<file path="config.mk">
export PLATFORM = sky130hd
export DESIGN_NAME = vsec_top
export DESIGN_NICKNAME = d
export VERILOG_FILES = /design/src/verilog/vsec_pkg.sv /design/src/verilog/vsec_cap_if.sv /design/src/verilog/vsec_top.sv /design/src/verilog/vsec_swap.sv /design/src/verilog/vsec_capture.sv
export VERILOG_INCLUDE_DIRS = /design/src /design/src/verilog
export SDC_FILE = /design/constraint.sdc
export NUM_CORES = 1
export LEC_CHECK = 0
export BUFFER_PORTS_ARGS = -buffer_cell sky130_fd_sc_hd__buf_2
export CORE_ASPECT_RATIO = 1.2
export CORE_MARGIN = 3
export CORE_UTILIZATION = 54
export CTS_CLUSTER_SIZE = 24
export DETAILED_ROUTE_END_ITERATION = 7
export PLACE_DENSITY = 0.87
export REMOVE_ABC_BUFFERS = 1
export SYNTH_ARGS = -nofsm -noshare
export SYNTH_HDL_FRONTEND = slang
export SYNTH_SLANG_ARGS = --single-unit
</file>
<file path="constraint.sdc">
create_clock -name clk -period 2.2 [get_ports clk]
set_input_delay 0.44 -clock clk [delete_from_list [all_inputs] [get_ports clk]]
set_output_delay 0.44 -clock clk [all_outputs]
set_load 0.05 [all_outputs]
</file>
<file path="src/verilog/vsec_map.svh">
// register bit positions, bus codes and timing counts of the vme swap and error capture block
`ifndef VSEC_MAP_SVH
`define VSEC_MAP_SVH

// clock and write data setup delay
`define VSEC_CLK_PERIOD_NS 20
`define VSEC_WR_SETUP_NS 50
`define VSEC_WR_SETUP_CYC ((`VSEC_WR_SETUP_NS + `VSEC_CLK_PERIOD_NS - 1) / `VSEC_CLK_PERIOD_NS)

// capture control register bits (write only)
`define VSEC_CTL_ARM 0
`define VSEC_CTL_RSEQ 1
`define VSEC_CTL_ABORT 2

// capture readout register
`define VSEC_RD_STATUS 7
`define VSEC_SEQ_RST 4'h0

// address modifier codes of 64-bit block cycles
`define VSEC_AM_A64_MBLT 6'h00
`define VSEC_AM_A32N_MBLT 6'h08
`define VSEC_AM_A32S_MBLT 6'h0C
`define VSEC_AM_A24N_MBLT 6'h38
`define VSEC_AM_A24S_MBLT 6'h3C

// idle levels of active low bus lines
`define VSEC_DS_IDLE 2'h3
`define VSEC_PIN_RST 46'h3FFF_FFFF_FFFE

`endif

</file>
<file path="src/verilog/vsec_pkg.sv">
// types shared by the vme swap and error capture block
package vsec_pkg;

  typedef enum logic [3:0] {
    VSEC_SW_NONE = 4'h1,
    VSEC_SW_D16 = 4'h2,
    VSEC_SW_D32 = 4'h4,
    VSEC_SW_D64 = 4'h8
  } vsec_swap_e;

  typedef enum logic [1:0] {
    VSEC_CAP_IDLE = 2'h1,
    VSEC_CAP_ARMED = 2'h2
  } vsec_cap_e;

  typedef enum logic [2:0] {
    VSEC_WS_IDLE = 3'h1,
    VSEC_WS_WAIT = 3'h2,
    VSEC_WS_PASS = 3'h4
  } vsec_wst_e;

endpackage : vsec_pkg

</file>
<file path="src/verilog/vsec_cap_if.sv">
// carrier between the bus side and the capture register logic
`timescale 1ns/1ps
interface vsec_cap_if;
  logic berr_evt;
  logic [31:1] addr;
  logic [1:0] ds_n;
  logic [5:0] am;
  logic lword_n;
  logic write_n;
  logic rd;
  logic wr;
  logic [7:0] wdata;
  logic [7:0] rdata;
  logic armed;

  modport bus (output berr_evt, addr, ds_n, am, lword_n, write_n, rd, wr, wdata, input rdata, armed);
  modport cap (input berr_evt, addr, ds_n, am, lword_n, write_n, rd, wr, wdata, output rdata, armed);
endinterface : vsec_cap_if

</file>
<file path="src/verilog/vsec_top.sv">
// vme byte swap datapath, write setup delay and bus error capture beside the pci-vme bridge
`timescale 1ns/1ps
`include "vsec_map.svh"

// Operation
// - separate swap enables for master transfers and for slave transfers
// - d16 swap exchanges the two bytes inside each 16-bit half
// - d32 swap fully reverses the four bytes of the word
// - d64 swap reverses bytes separately in each 32-bit half
// - swap only aligned d16, d32, d64 cycles and only when enabled
// - swap decode settles from address phase and data strobes, before read data is valid
// - write strobes held back about 50 ns on the first beat only
// - software may switch the write delay off when all cycles swap
// - bus errors detected on bridge-mastered cycles under enable control
// - detected bus error drives the bridge local interrupt zero
// - capture latches address, strobes, modifier, lword and write on error
// - capture runs only after arming, independent of interrupt enable
// - every readout read advances the read sequence by one, except in a cycle that also resets the sequence
// - control write with bit 1 returns the sequence to entry one
// - readout nibbles give address, lword, strobes, modifier, write in order
// - sequence wraps to the first entry after sixteen reads
// - readout bit 7 shows armed, bits 6-4 read zero
// - all captured address bits 31-1 are kept for every address size
// - control bits arm, reset sequence, abort; zero bits do nothing
module vsec_top (
  input wire logic clk,
  input wire logic rst_n,
  input wire logic swap_master_en,
  input wire logic swap_slave_en,
  input wire logic wr_delay_dis,
  input wire logic berr_irq_en,
  input wire logic io_rd,
  input wire logic io_wr,
  input wire logic [7:0] io_wdata,
  output logic [7:0] io_rdata,
  input wire logic vme_berr_n,
  input wire logic vme_as_n,
  input wire logic vme_write_n,
  input wire logic vme_lword_n,
  input wire logic [5:0] vme_am,
  input wire logic [31:1] vme_a,
  input wire logic [1:0] vme_ds_n_i,
  output logic [1:0] vme_ds_n_o,
  output logic vme_ds_oe,
  input wire logic [63:0] vme_d_i,
  output logic [63:0] vme_d_o,
  output logic vme_d_oe,
  input wire logic [1:0] bridge_ds_n,
  input wire logic bridge_is_master,
  input wire logic [63:0] bridge_d_i,
  output logic [63:0] bridge_d_o,
  output logic bridge_local_irq_zero
);

  localparam int unsigned PV = 46;
  localparam logic [2:0] WS_LOAD = 3'(`VSEC_WR_SETUP_CYC - 1);

  logic [PV-1:0] pin_s1_q;
  logic [PV-1:0] pin_s2_q;
  logic [63:0] vd_s1_q;
  logic [63:0] vd_s2_q;
  logic [63:0] bd_s1_q;
  logic [63:0] bd_s2_q;
  logic berr_n_s;
  logic as_n_s;
  logic write_n_s;
  logic lword_n_s;
  logic [5:0] am_s;
  logic [31:1] a_s;
  logic [1:0] bus_ds_n_s;
  logic [1:0] req_ds_n_s;
  logic master_s;
  vsec_pkg::vsec_swap_e mode_d;
  vsec_pkg::vsec_swap_e mode_q;
  logic swap_en;
  logic mblt;
  logic [63:0] to_bridge;
  logic [63:0] to_bus;
  vsec_pkg::vsec_wst_e wst_q;
  logic [2:0] wcnt_q;
  logic start_w;
  logic [1:0] ds_o_q;
  logic ds_oe_q;
  logic [63:0] vd_o_q;
  logic vd_oe_q;
  logic [63:0] bd_o_q;
  logic berr_prev_q;
  logic berr_fall;
  logic irq_q;

  vsec_cap_if cap_bus ();

  ////////////////////////////////////////////////////////////////////////////
  // every bus and bridge pin goes through two flops; nothing reads the first stage
  always_ff @(posedge clk or negedge rst_n) begin
    if (!rst_n) begin
      pin_s1_q <= `VSEC_PIN_RST;
      pin_s2_q <= `VSEC_PIN_RST;
    end else begin
      pin_s1_q <= {vme_berr_n, vme_as_n, vme_write_n, vme_lword_n, vme_am, vme_a, vme_ds_n_i,
                   bridge_ds_n, bridge_is_master};
      pin_s2_q <= pin_s1_q;
    end
  end

  // data lanes in both directions, same two-flop treatment
  always_ff @(posedge clk or negedge rst_n) begin
    if (!rst_n) begin
      vd_s1_q <= 64'h0;
      vd_s2_q <= 64'h0;
      bd_s1_q <= 64'h0;
      bd_s2_q <= 64'h0;
    end else begin
      vd_s1_q <= vme_d_i;
      vd_s2_q <= vd_s1_q;
      bd_s1_q <= bridge_d_i;
      bd_s2_q <= bd_s1_q;
    end
  end

  // unpack the synchronised pins
  assign berr_n_s = pin_s2_q[45];
  assign as_n_s = pin_s2_q[44];
  assign write_n_s = pin_s2_q[43];
  assign lword_n_s = pin_s2_q[42];
  assign am_s = pin_s2_q[41:36];
  assign a_s = pin_s2_q[35:5];
  assign bus_ds_n_s = pin_s2_q[4:3];
  assign req_ds_n_s = pin_s2_q[2:1];
  assign master_s = pin_s2_q[0];

  ////////////////////////////////////////////////////////////////////////////
  // pick the enable that matches who owns the cycle
  assign swap_en = master_s ? swap_master_en : swap_slave_en;
  assign mblt = (am_s == `VSEC_AM_A64_MBLT) || (am_s == `VSEC_AM_A32N_MBLT) || (am_s == `VSEC_AM_A32S_MBLT) ||
                (am_s == `VSEC_AM_A24N_MBLT) || (am_s == `VSEC_AM_A24S_MBLT);

  // decode from modifier, lword, address and data strobes, which settle before the data does
  always_comb begin
    mode_d = vsec_pkg::VSEC_SW_NONE;
    if (swap_en && !as_n_s) begin
      if (mblt) begin
        mode_d = vsec_pkg::VSEC_SW_D64;
      end else if (req_ds_n_s == 2'h0 || bus_ds_n_s == 2'h0) begin
        if (!lword_n_s && !a_s[1]) begin
          mode_d = vsec_pkg::VSEC_SW_D32;
        end else if (lword_n_s) begin
          mode_d = vsec_pkg::VSEC_SW_D16;
        end
      end
    end
  end

  // mux setting is registered so both data directions see one stable choice
  always_ff @(posedge clk or negedge rst_n) begin
    if (!rst_n) begin
      mode_q <= vsec_pkg::VSEC_SW_NONE;
    end else begin
      mode_q <= mode_d;
    end
  end

  vsec_swap u_swap_rx (
    .mode (mode_q),
    .din (vd_s2_q),
    .dout (to_bridge)
  );

  vsec_swap u_swap_tx (
    .mode (mode_q),
    .din (bd_s2_q),
    .dout (to_bus)
  );

  // registered data and enables; bus is driven on master writes and slave reads
  always_ff @(posedge clk or negedge rst_n) begin
    if (!rst_n) begin
      vd_o_q <= 64'h0;
      bd_o_q <= 64'h0;
      vd_oe_q <= 1'b0;
    end else begin
      vd_o_q <= to_bus;
      bd_o_q <= to_bridge;
      vd_oe_q <= !as_n_s && (master_s ^ write_n_s);
    end
  end

  ////////////////////////////////////////////////////////////////////////////
  // first strobe of a master cycle; later beats of a block pass straight through
  assign start_w = (wst_q == vsec_pkg::VSEC_WS_IDLE) && master_s && !as_n_s && (req_ds_n_s != `VSEC_DS_IDLE);

  // setup delay on writes only; reads go through at once
  always_ff @(posedge clk or negedge rst_n) begin
    if (!rst_n) begin
      wst_q <= vsec_pkg::VSEC_WS_IDLE;
      wcnt_q <= 3'h0;
    end else begin
      case (wst_q)
        vsec_pkg::VSEC_WS_IDLE: begin
          if (start_w && !write_n_s && !wr_delay_dis) begin
            wst_q <= vsec_pkg::VSEC_WS_WAIT;
            wcnt_q <= WS_LOAD;
          end else if (start_w) begin
            wst_q <= vsec_pkg::VSEC_WS_PASS;
          end
        end
        vsec_pkg::VSEC_WS_WAIT: begin
          if (as_n_s) begin
            wst_q <= vsec_pkg::VSEC_WS_IDLE;
          end else if (wcnt_q == 3'h0) begin
            wst_q <= vsec_pkg::VSEC_WS_PASS;
          end else begin
            wcnt_q <= wcnt_q - 3'h1;
          end
        end
        vsec_pkg::VSEC_WS_PASS: begin
          if (as_n_s) begin
            wst_q <= vsec_pkg::VSEC_WS_IDLE;
          end
        end
        default: wst_q <= vsec_pkg::VSEC_WS_IDLE;
      endcase
    end
  end

  // strobes reach the bus only once passing; driven only while mastering
  always_ff @(posedge clk or negedge rst_n) begin
    if (!rst_n) begin
      ds_o_q <= `VSEC_DS_IDLE;
      ds_oe_q <= 1'b0;
    end else begin
      ds_o_q <= (wst_q == vsec_pkg::VSEC_WS_PASS) ? req_ds_n_s : `VSEC_DS_IDLE;
      ds_oe_q <= master_s && !as_n_s;
    end
  end

  ////////////////////////////////////////////////////////////////////////////
  // bus error edge on our own cycles; interrupt follows the error level while enabled
  assign berr_fall = berr_prev_q && !berr_n_s && master_s;

  always_ff @(posedge clk or negedge rst_n) begin
    if (!rst_n) begin
      berr_prev_q <= 1'b1;
      irq_q <= 1'b0;
    end else begin
      berr_prev_q <= berr_n_s;
      irq_q <= berr_irq_en && master_s && !berr_n_s;
    end
  end

  // capture sees the error edge whatever the interrupt enable says
  assign cap_bus.berr_evt = berr_fall;
  assign cap_bus.addr = a_s;
  assign cap_bus.ds_n = bus_ds_n_s;
  assign cap_bus.am = am_s;
  assign cap_bus.lword_n = lword_n_s;
  assign cap_bus.write_n = write_n_s;
  assign cap_bus.rd = io_rd;
  assign cap_bus.wr = io_wr;
  assign cap_bus.wdata = io_wdata;

  vsec_capture u_capture (
    .clk (clk),
    .rst_n (rst_n),
    .cbus (cap_bus.cap)
  );

  assign io_rdata = cap_bus.rdata;
  assign vme_ds_n_o = ds_o_q;
  assign vme_ds_oe = ds_oe_q;
  assign vme_d_o = vd_o_q;
  assign vme_d_oe = vd_oe_q;
  assign bridge_d_o = bd_o_q;
  assign bridge_local_irq_zero = irq_q;

  ////////////////////////////////////////////////////////////////////////////
  a_swap_needs_enable: assert property (@(posedge clk) disable iff (!rst_n)
    (mode_q != vsec_pkg::VSEC_SW_NONE) |-> $past(swap_en))
    else $error("swap applied without its enable");
  a_swap_d16_lanes: assert property (@(posedge clk) disable iff (!rst_n)
    (mode_q == vsec_pkg::VSEC_SW_D16) |=> (bd_o_q[15:8] == $past(vd_s2_q[7:0])) &&
    (bd_o_q[31:24] == $past(vd_s2_q[23:16])))
    else $error("d16 lanes not exchanged");
  a_swap_d32_lanes: assert property (@(posedge clk) disable iff (!rst_n)
    (mode_q == vsec_pkg::VSEC_SW_D32) |=> (vd_o_q[7:0] == $past(bd_s2_q[31:24])) &&
    (vd_o_q[23:16] == $past(bd_s2_q[15:8])))
    else $error("d32 bytes not reversed");
  a_swap_d64_lanes: assert property (@(posedge clk) disable iff (!rst_n)
    (mode_q == vsec_pkg::VSEC_SW_D64) |=> (bd_o_q[63:56] == $past(vd_s2_q[39:32])) &&
    (bd_o_q[31:24] == $past(vd_s2_q[7:0])))
    else $error("d64 halves not reversed");
  a_master_swap_sel: assert property (@(posedge clk) disable iff (!rst_n)
    (master_s && !swap_master_en) |=> (mode_q == vsec_pkg::VSEC_SW_NONE))
    else $error("master swap enable ignored");
  a_write_setup_hold: assert property (@(posedge clk) disable iff (!rst_n)
    (start_w && !write_n_s && !wr_delay_dis) |=> (vme_ds_n_o == `VSEC_DS_IDLE)[*3])
    else $error("write strobe not delayed");
  a_read_no_delay: assert property (@(posedge clk) disable iff (!rst_n)
    (start_w && write_n_s) |=> (wst_q == vsec_pkg::VSEC_WS_PASS))
    else $error("read cycle delayed");
  a_delay_off_pass: assert property (@(posedge clk) disable iff (!rst_n)
    (start_w && wr_delay_dis) |=> (wst_q == vsec_pkg::VSEC_WS_PASS))
    else $error("disabled write delay still applied");
  a_irq_on_berr: assert property (@(posedge clk) disable iff (!rst_n)
    (berr_fall && berr_irq_en) |=> bridge_local_irq_zero)
    else $error("bus error did not raise interrupt");

endmodule : vsec_top

</file>
<file path="src/verilog/vsec_swap.sv">
// byte lane multiplexer for the three swap arrangements
`timescale 1ns/1ps
module vsec_swap (
  input wire vsec_pkg::vsec_swap_e mode,
  input wire logic [63:0] din,
  output logic [63:0] dout
);

  ////////////////////////////////////////////////////////////////////////////
  // each 32-bit half is handled alike; d32 uses the low half only on the bus
  for (genvar h = 0; h < 2; h++) begin : g_half
    logic [31:0] w;
    assign w = din[h*32 +: 32];
    always_comb begin
      case (mode)
        vsec_pkg::VSEC_SW_D16: dout[h*32 +: 32] = {w[23:16], w[31:24], w[7:0], w[15:8]};
        vsec_pkg::VSEC_SW_D32: dout[h*32 +: 32] = {w[7:0], w[15:8], w[23:16], w[31:24]};
        vsec_pkg::VSEC_SW_D64: dout[h*32 +: 32] = {w[7:0], w[15:8], w[23:16], w[31:24]};
        default: dout[h*32 +: 32] = w;
      endcase
    end
  end

endmodule : vsec_swap

</file>
<file path="src/verilog/vsec_capture.sv">
// bus error capture store, readout sequence and control decode
`timescale 1ns/1ps
`include "vsec_map.svh"
module vsec_capture (
  input wire logic clk,
  input wire logic rst_n,
  vsec_cap_if.cap cbus
);

  vsec_pkg::vsec_cap_e st_q;
  logic [31:1] addr_q;
  logic [1:0] ds_q;
  logic [5:0] am_q;
  logic lword_q;
  logic wr_q;
  logic [3:0] seq_q;
  logic [3:0] nib;
  logic [7:0] rdata_q;
  logic arm_w;
  logic abort_w;
  logic rseq_w;
  logic take_w;

  // writing zero to a bit does nothing, so every action is a one-bit strobe
  assign arm_w = cbus.wr && cbus.wdata[`VSEC_CTL_ARM];
  assign rseq_w = cbus.wr && cbus.wdata[`VSEC_CTL_RSEQ];
  assign abort_w = cbus.wr && cbus.wdata[`VSEC_CTL_ABORT];
  assign take_w = (st_q == vsec_pkg::VSEC_CAP_ARMED) && cbus.berr_evt && !abort_w;

  ////////////////////////////////////////////////////////////////////////////
  // abort beats arm; an arm in the cycle of a capture re-arms so it is not lost
  always_ff @(posedge clk or negedge rst_n) begin
    if (!rst_n) begin
      st_q <= vsec_pkg::VSEC_CAP_IDLE;
    end else if (abort_w) begin
      st_q <= vsec_pkg::VSEC_CAP_IDLE;
    end else if (arm_w) begin
      st_q <= vsec_pkg::VSEC_CAP_ARMED;
    end else if (take_w) begin
      st_q <= vsec_pkg::VSEC_CAP_IDLE;
    end
  end
  assign cbus.armed = (st_q == vsec_pkg::VSEC_CAP_ARMED);

  // snapshot is frozen once idle; abort wipes it
  always_ff @(posedge clk or negedge rst_n) begin
    if (!rst_n) begin
      addr_q <= 31'h0;
      ds_q <= 2'h0;
      am_q <= 6'h0;
      lword_q <= 1'b0;
      wr_q <= 1'b0;
    end else if (abort_w) begin
      addr_q <= 31'h0;
      ds_q <= 2'h0;
      am_q <= 6'h0;
      lword_q <= 1'b0;
      wr_q <= 1'b0;
    end else if (take_w) begin
      addr_q <= cbus.addr;
      ds_q <= cbus.ds_n;
      am_q <= cbus.am;
      lword_q <= cbus.lword_n;
      wr_q <= cbus.write_n;
    end
  end

  // sequence reset wins over an advance in the same cycle; 4 bits wrap after 16 reads
  always_ff @(posedge clk or negedge rst_n) begin
    if (!rst_n) begin
      seq_q <= `VSEC_SEQ_RST;
    end else if (rseq_w) begin
      seq_q <= `VSEC_SEQ_RST;
    end else if (cbus.rd) begin
      seq_q <= seq_q + 4'h1;
    end
  end

  // nibble for the current read position; undefined slots read zero
  always_comb begin
    case (seq_q)
      4'h0: nib = addr_q[31:28];
      4'h1: nib = addr_q[27:24];
      4'h2: nib = addr_q[23:20];
      4'h3: nib = addr_q[19:16];
      4'h4: nib = addr_q[15:12];
      4'h5: nib = addr_q[11:8];
      4'h6: nib = addr_q[7:4];
      4'h7: nib = {addr_q[3:1], lword_q};
      4'h8: nib = {ds_q, am_q[5:4]};
      4'h9: nib = am_q[3:0];
      4'hA: nib = {wr_q, 3'h0};
      default: nib = 4'h0;
    endcase
  end

  // readout register, reserved bits 6-4 read zero
  always_ff @(posedge clk or negedge rst_n) begin
    if (!rst_n) begin
      rdata_q <= 8'h0;
    end else begin
      rdata_q <= {st_q == vsec_pkg::VSEC_CAP_ARMED, 3'h0, nib};
    end
  end
  assign cbus.rdata = rdata_q;

  ////////////////////////////////////////////////////////////////////////////
  a_seq_advance_wrap: assert property (@(posedge clk) disable iff (!rst_n)
    (cbus.rd && !rseq_w) |=> (seq_q == 4'($past(seq_q) + 4'h1)))
    else $error("read sequence did not advance by one");
  a_seq_reset_first: assert property (@(posedge clk) disable iff (!rst_n)
    rseq_w |=> (seq_q == 4'h0) ##1 (rdata_q[3:0] == addr_q[31:28]))
    else $error("sequence reset did not return to first entry");
  a_arm_sets_busy: assert property (@(posedge clk) disable iff (!rst_n)
    (arm_w && !abort_w) |=> cbus.armed ##1 rdata_q[`VSEC_RD_STATUS])
    else $error("arm did not show capture in progress");
  a_abort_clears_all: assert property (@(posedge clk) disable iff (!rst_n)
    abort_w |=> (!cbus.armed && addr_q == 31'h0 && am_q == 6'h0))
    else $error("abort left capture state or data");
  a_idle_holds_capture: assert property (@(posedge clk) disable iff (!rst_n)
    (!cbus.armed && !cbus.wr) |=> $stable(addr_q) && $stable(am_q) && !cbus.armed)
    else $error("captured data changed while idle");
  a_berr_takes_addr: assert property (@(posedge clk) disable iff (!rst_n)
    (cbus.armed && cbus.berr_evt && !cbus.wr) |=> (addr_q == $past(cbus.addr)) && !cbus.armed)
    else $error("bus error did not capture address");

endmodule : vsec_capture

</file>
==> metrics.txt <==
max_cap viols 0; drt first pass iters 7; largest net degree at the start of global routing 129; Synth area leader dfrtp_1; final hold violations 0; VDD IR max 0.839 mV; H-tree depth 2; Die Ht 203 um; postcts setup bufs 0; CP Capture Type flip-flop; Post-synth EDFFs 0; CTS Sinks 544; die area 34400 sq um; IO Count 331; first-pass GRT wire length 73800 um; CTS max path bufs 3; Slew HR 0.509; I/O Buffers 322; Yosys top cell area share 0.645; leakage 10.9 nW; Synth cell types 45; Avg Synthesized Cell Area 14.0 sq um; final net count 1954; kind of start point of the critical path flip-flop; share of cells above drive strength 1 0.299; CP startpoint mode_q[2]; Critical Path End vme_d_o[55]; FF-to-FF path depth 5; GRT overflow 0; crit-path max FO 128; die span in x 170 um; Simple-Gate Fraction of Synth Area 0.0897; R2R Path Start mode_q[2]; Comb pwr share 0.100; gpl congestion 0.852; share of power burned in registers 0.498; Slew Viols, Final 0; Critical R2R Capture vme_d_o[55]; Psw 5.62 mW; sw frac 0.253; Finished Cell Area 23000 sq um; hold_ws 0.0166 ns; Worst Tran Pin Value 0.736 ns; residual DRC count 0; vias in the first global route 13366; maximum clock frequency 0.492 GHz; count leader, synth dfrtp_1; CP Data Required Time 2.62 ns; worst skew pair latency 0.57 ns; PD cells 965 nW/um^2; FP Rows 71; via total after detailed routing 12217; FFs w/ async S/R, synth 1.00; ranking of synthesized cells by area dfrtp_1 64%, dfstp_2 15%, nand2_1 7.7%; Tot Pwr 22.2 mW; CTS tree yes; post-route clock period utilization 0.924; DP Area 19600 sq um; CTS root buf clkbuf_16; critical path type flip-flop to flip-flop; Internal Power 16.6 mW; mux cell area share after synthesis 0.00367; antenna violations before repair 8; combinational family with the most area after synthesis simple AND/OR/NAND/NOR gates; drt via density 5.55; #FFs+latches synth 544; final setup TNS 0 ns; Starting Density 0.551; clock share of power 0.403; Synth Area in Compound Gates 0.0842; critical path arrival 2.46 ns; Mapped Cells 1241; DP HPWL 26500 um; final antenna-violating net count 0; CTS Buf Count 50; core area 31500 sq um; RSZ-0062 raised after global routing false; status finished, final reports clean; WL/cell 21.8 um; Area Overhead vs Synth 32.3%; Initial DRC Count 1231; Hold Crit Class input pin to flip-flop; top cells by count, synth 448 x dfrtp_1, 356 x nand2_1, 135 x a22oi_1; Synth Cell Area 17400 sq um; setup slack, reg-to-reg 0.17 ns; post-synthesis adder-cell area fraction 0.00432; Seq/Total Area, Yosys 0.790; clock-pin slew on the worst setup and hold paths 0.06 ns; XOR/XNOR Fraction of Synth Area 0.00252; clk_skew 0.0220 ns; GR Util All Layers 0.280; Tmin final 2.03 ns; Ys Warns 0; final setup violating endpoints 0; Main synth FF type dfrtp_1; Total Wirelength 48100 um
[flip-flops by register name (all words and copies together), names as in the netlist, 4 cells and up]
register / count
bd_s2_q: 64
u_capture.am_q: 6
mode_q: 4
u_capture.addr_q: 31
pin_s2_q: 46
u_capture.seq_q: 4
bd_s1_q: 64
u_capture.cbus.rdata: 5
vme_d_o: 64
vd_s1_q: 64
vd_s2_q: 64
pin_s1_q: 46
bridge_d_o: 64
[worst min path at each step]
stage                              from     endpoint  slack, ns  cells past startpoint
final                     bridge_d_i[6]   bd_s1_q[6]       0.02                      1
after global routing      bridge_d_i[6]   bd_s1_q[6]      0.003                      1
after CTS                 bridge_d_i[6]   bd_s1_q[6]      0.004                      1
after detailed placement    bd_s1_q[13]  bd_s2_q[13]       0.33                      0
after global placement      bd_s1_q[55]  bd_s2_q[55]       0.33                      0
after floorplan                   rst_n   bd_s1_q[0]       0.14                      0
[metal layers]
layer,share of wire,track usage
met4,0.062,0.156
met2,0.53,0.497
met1,0.33,0.308
met5,0,0
met3,0.082,0.0670
[metrics by stage]
| step | util | instances | worst slack (ns) |
|---|---|---|---|
| after floorplan | - | 1177 | -4.72 |
| after global placement | 0.620 | 1934 | 0.449 |
| after detailed placement | 0.620 | 1934 | 0.334 |
| after CTS | 0.729 | 2195 | 0.280 |
| after global routing | 0.729 | 2203 | 0.168 |
| final | 0.729 | 2203 | 0.167 |
[critical path: stages (launching register included)]
cell and delay [ns]:
dfrtp_1 0.42, xnor2_1 0.39, nor2_4 0.07, buf_12 0.19
a22oi_1 0.46, nand2_1 0.16
[cells by family after synthesis]
group                      Yosys count
DFF                                544
and+or+nand+nor                    392
AOI/OAI and AO/OA                  212
buffers and inverters               75
adders and majority gates            6
muxes                                6
xor gates and xnor gates             5
other                                1
[placed cells by master, fill, tap and decap left out, types with 6 or more instances in the layout]
master and instances:
clkbuf_16 50, dfstp_2 96, dlygate4sd3_1 173, buf_2 321
a21oi_1 50, nor2_1 6, diode_2 8, nand3_1 6
o21ai_0 7, buf_12 14, clkbuf_8 12, ha_1 6
nand2_1 356, clkbuf_1 10, dfrtp_1 448, inv_1 9
a22oi_1 135, buf_4 20
[cell type report]
class | instances | area (sq um)
sequential | 544 | 13700
antenna | 8 | 20.0
clock inverter | 16 | 235
fill | 1757 | 8530
clock buffer | 72 | 1450
tap | 401 | 502
multi-input combinational | 624 | 3240
timing repair buffer | 529 | 3780
inverter | 9 | 33.8
[power by group through the flow]
stage / Combinational [mW] / Sequential [mW] / Clock [mW]
floorplan: 0.471 / 11.7 / 0
global placement: 1.83 / 11.1 / 0
detailed placement: 1.90 / 11.2 / 0
CTS: 2.17 / 11.0 / 8.90
global route: 2.37 / 11.1 / 9.42
finish: 2.22 / 11.0 / 8.94
[timing repair]
action | 4_1_cts | 5_1_grt
hold buffers | 173 | 0
hold endpoints to repair | 194 | 0
resized for setup | 0 | 0
Note: power is estimated with default switching activity, not from simulation.
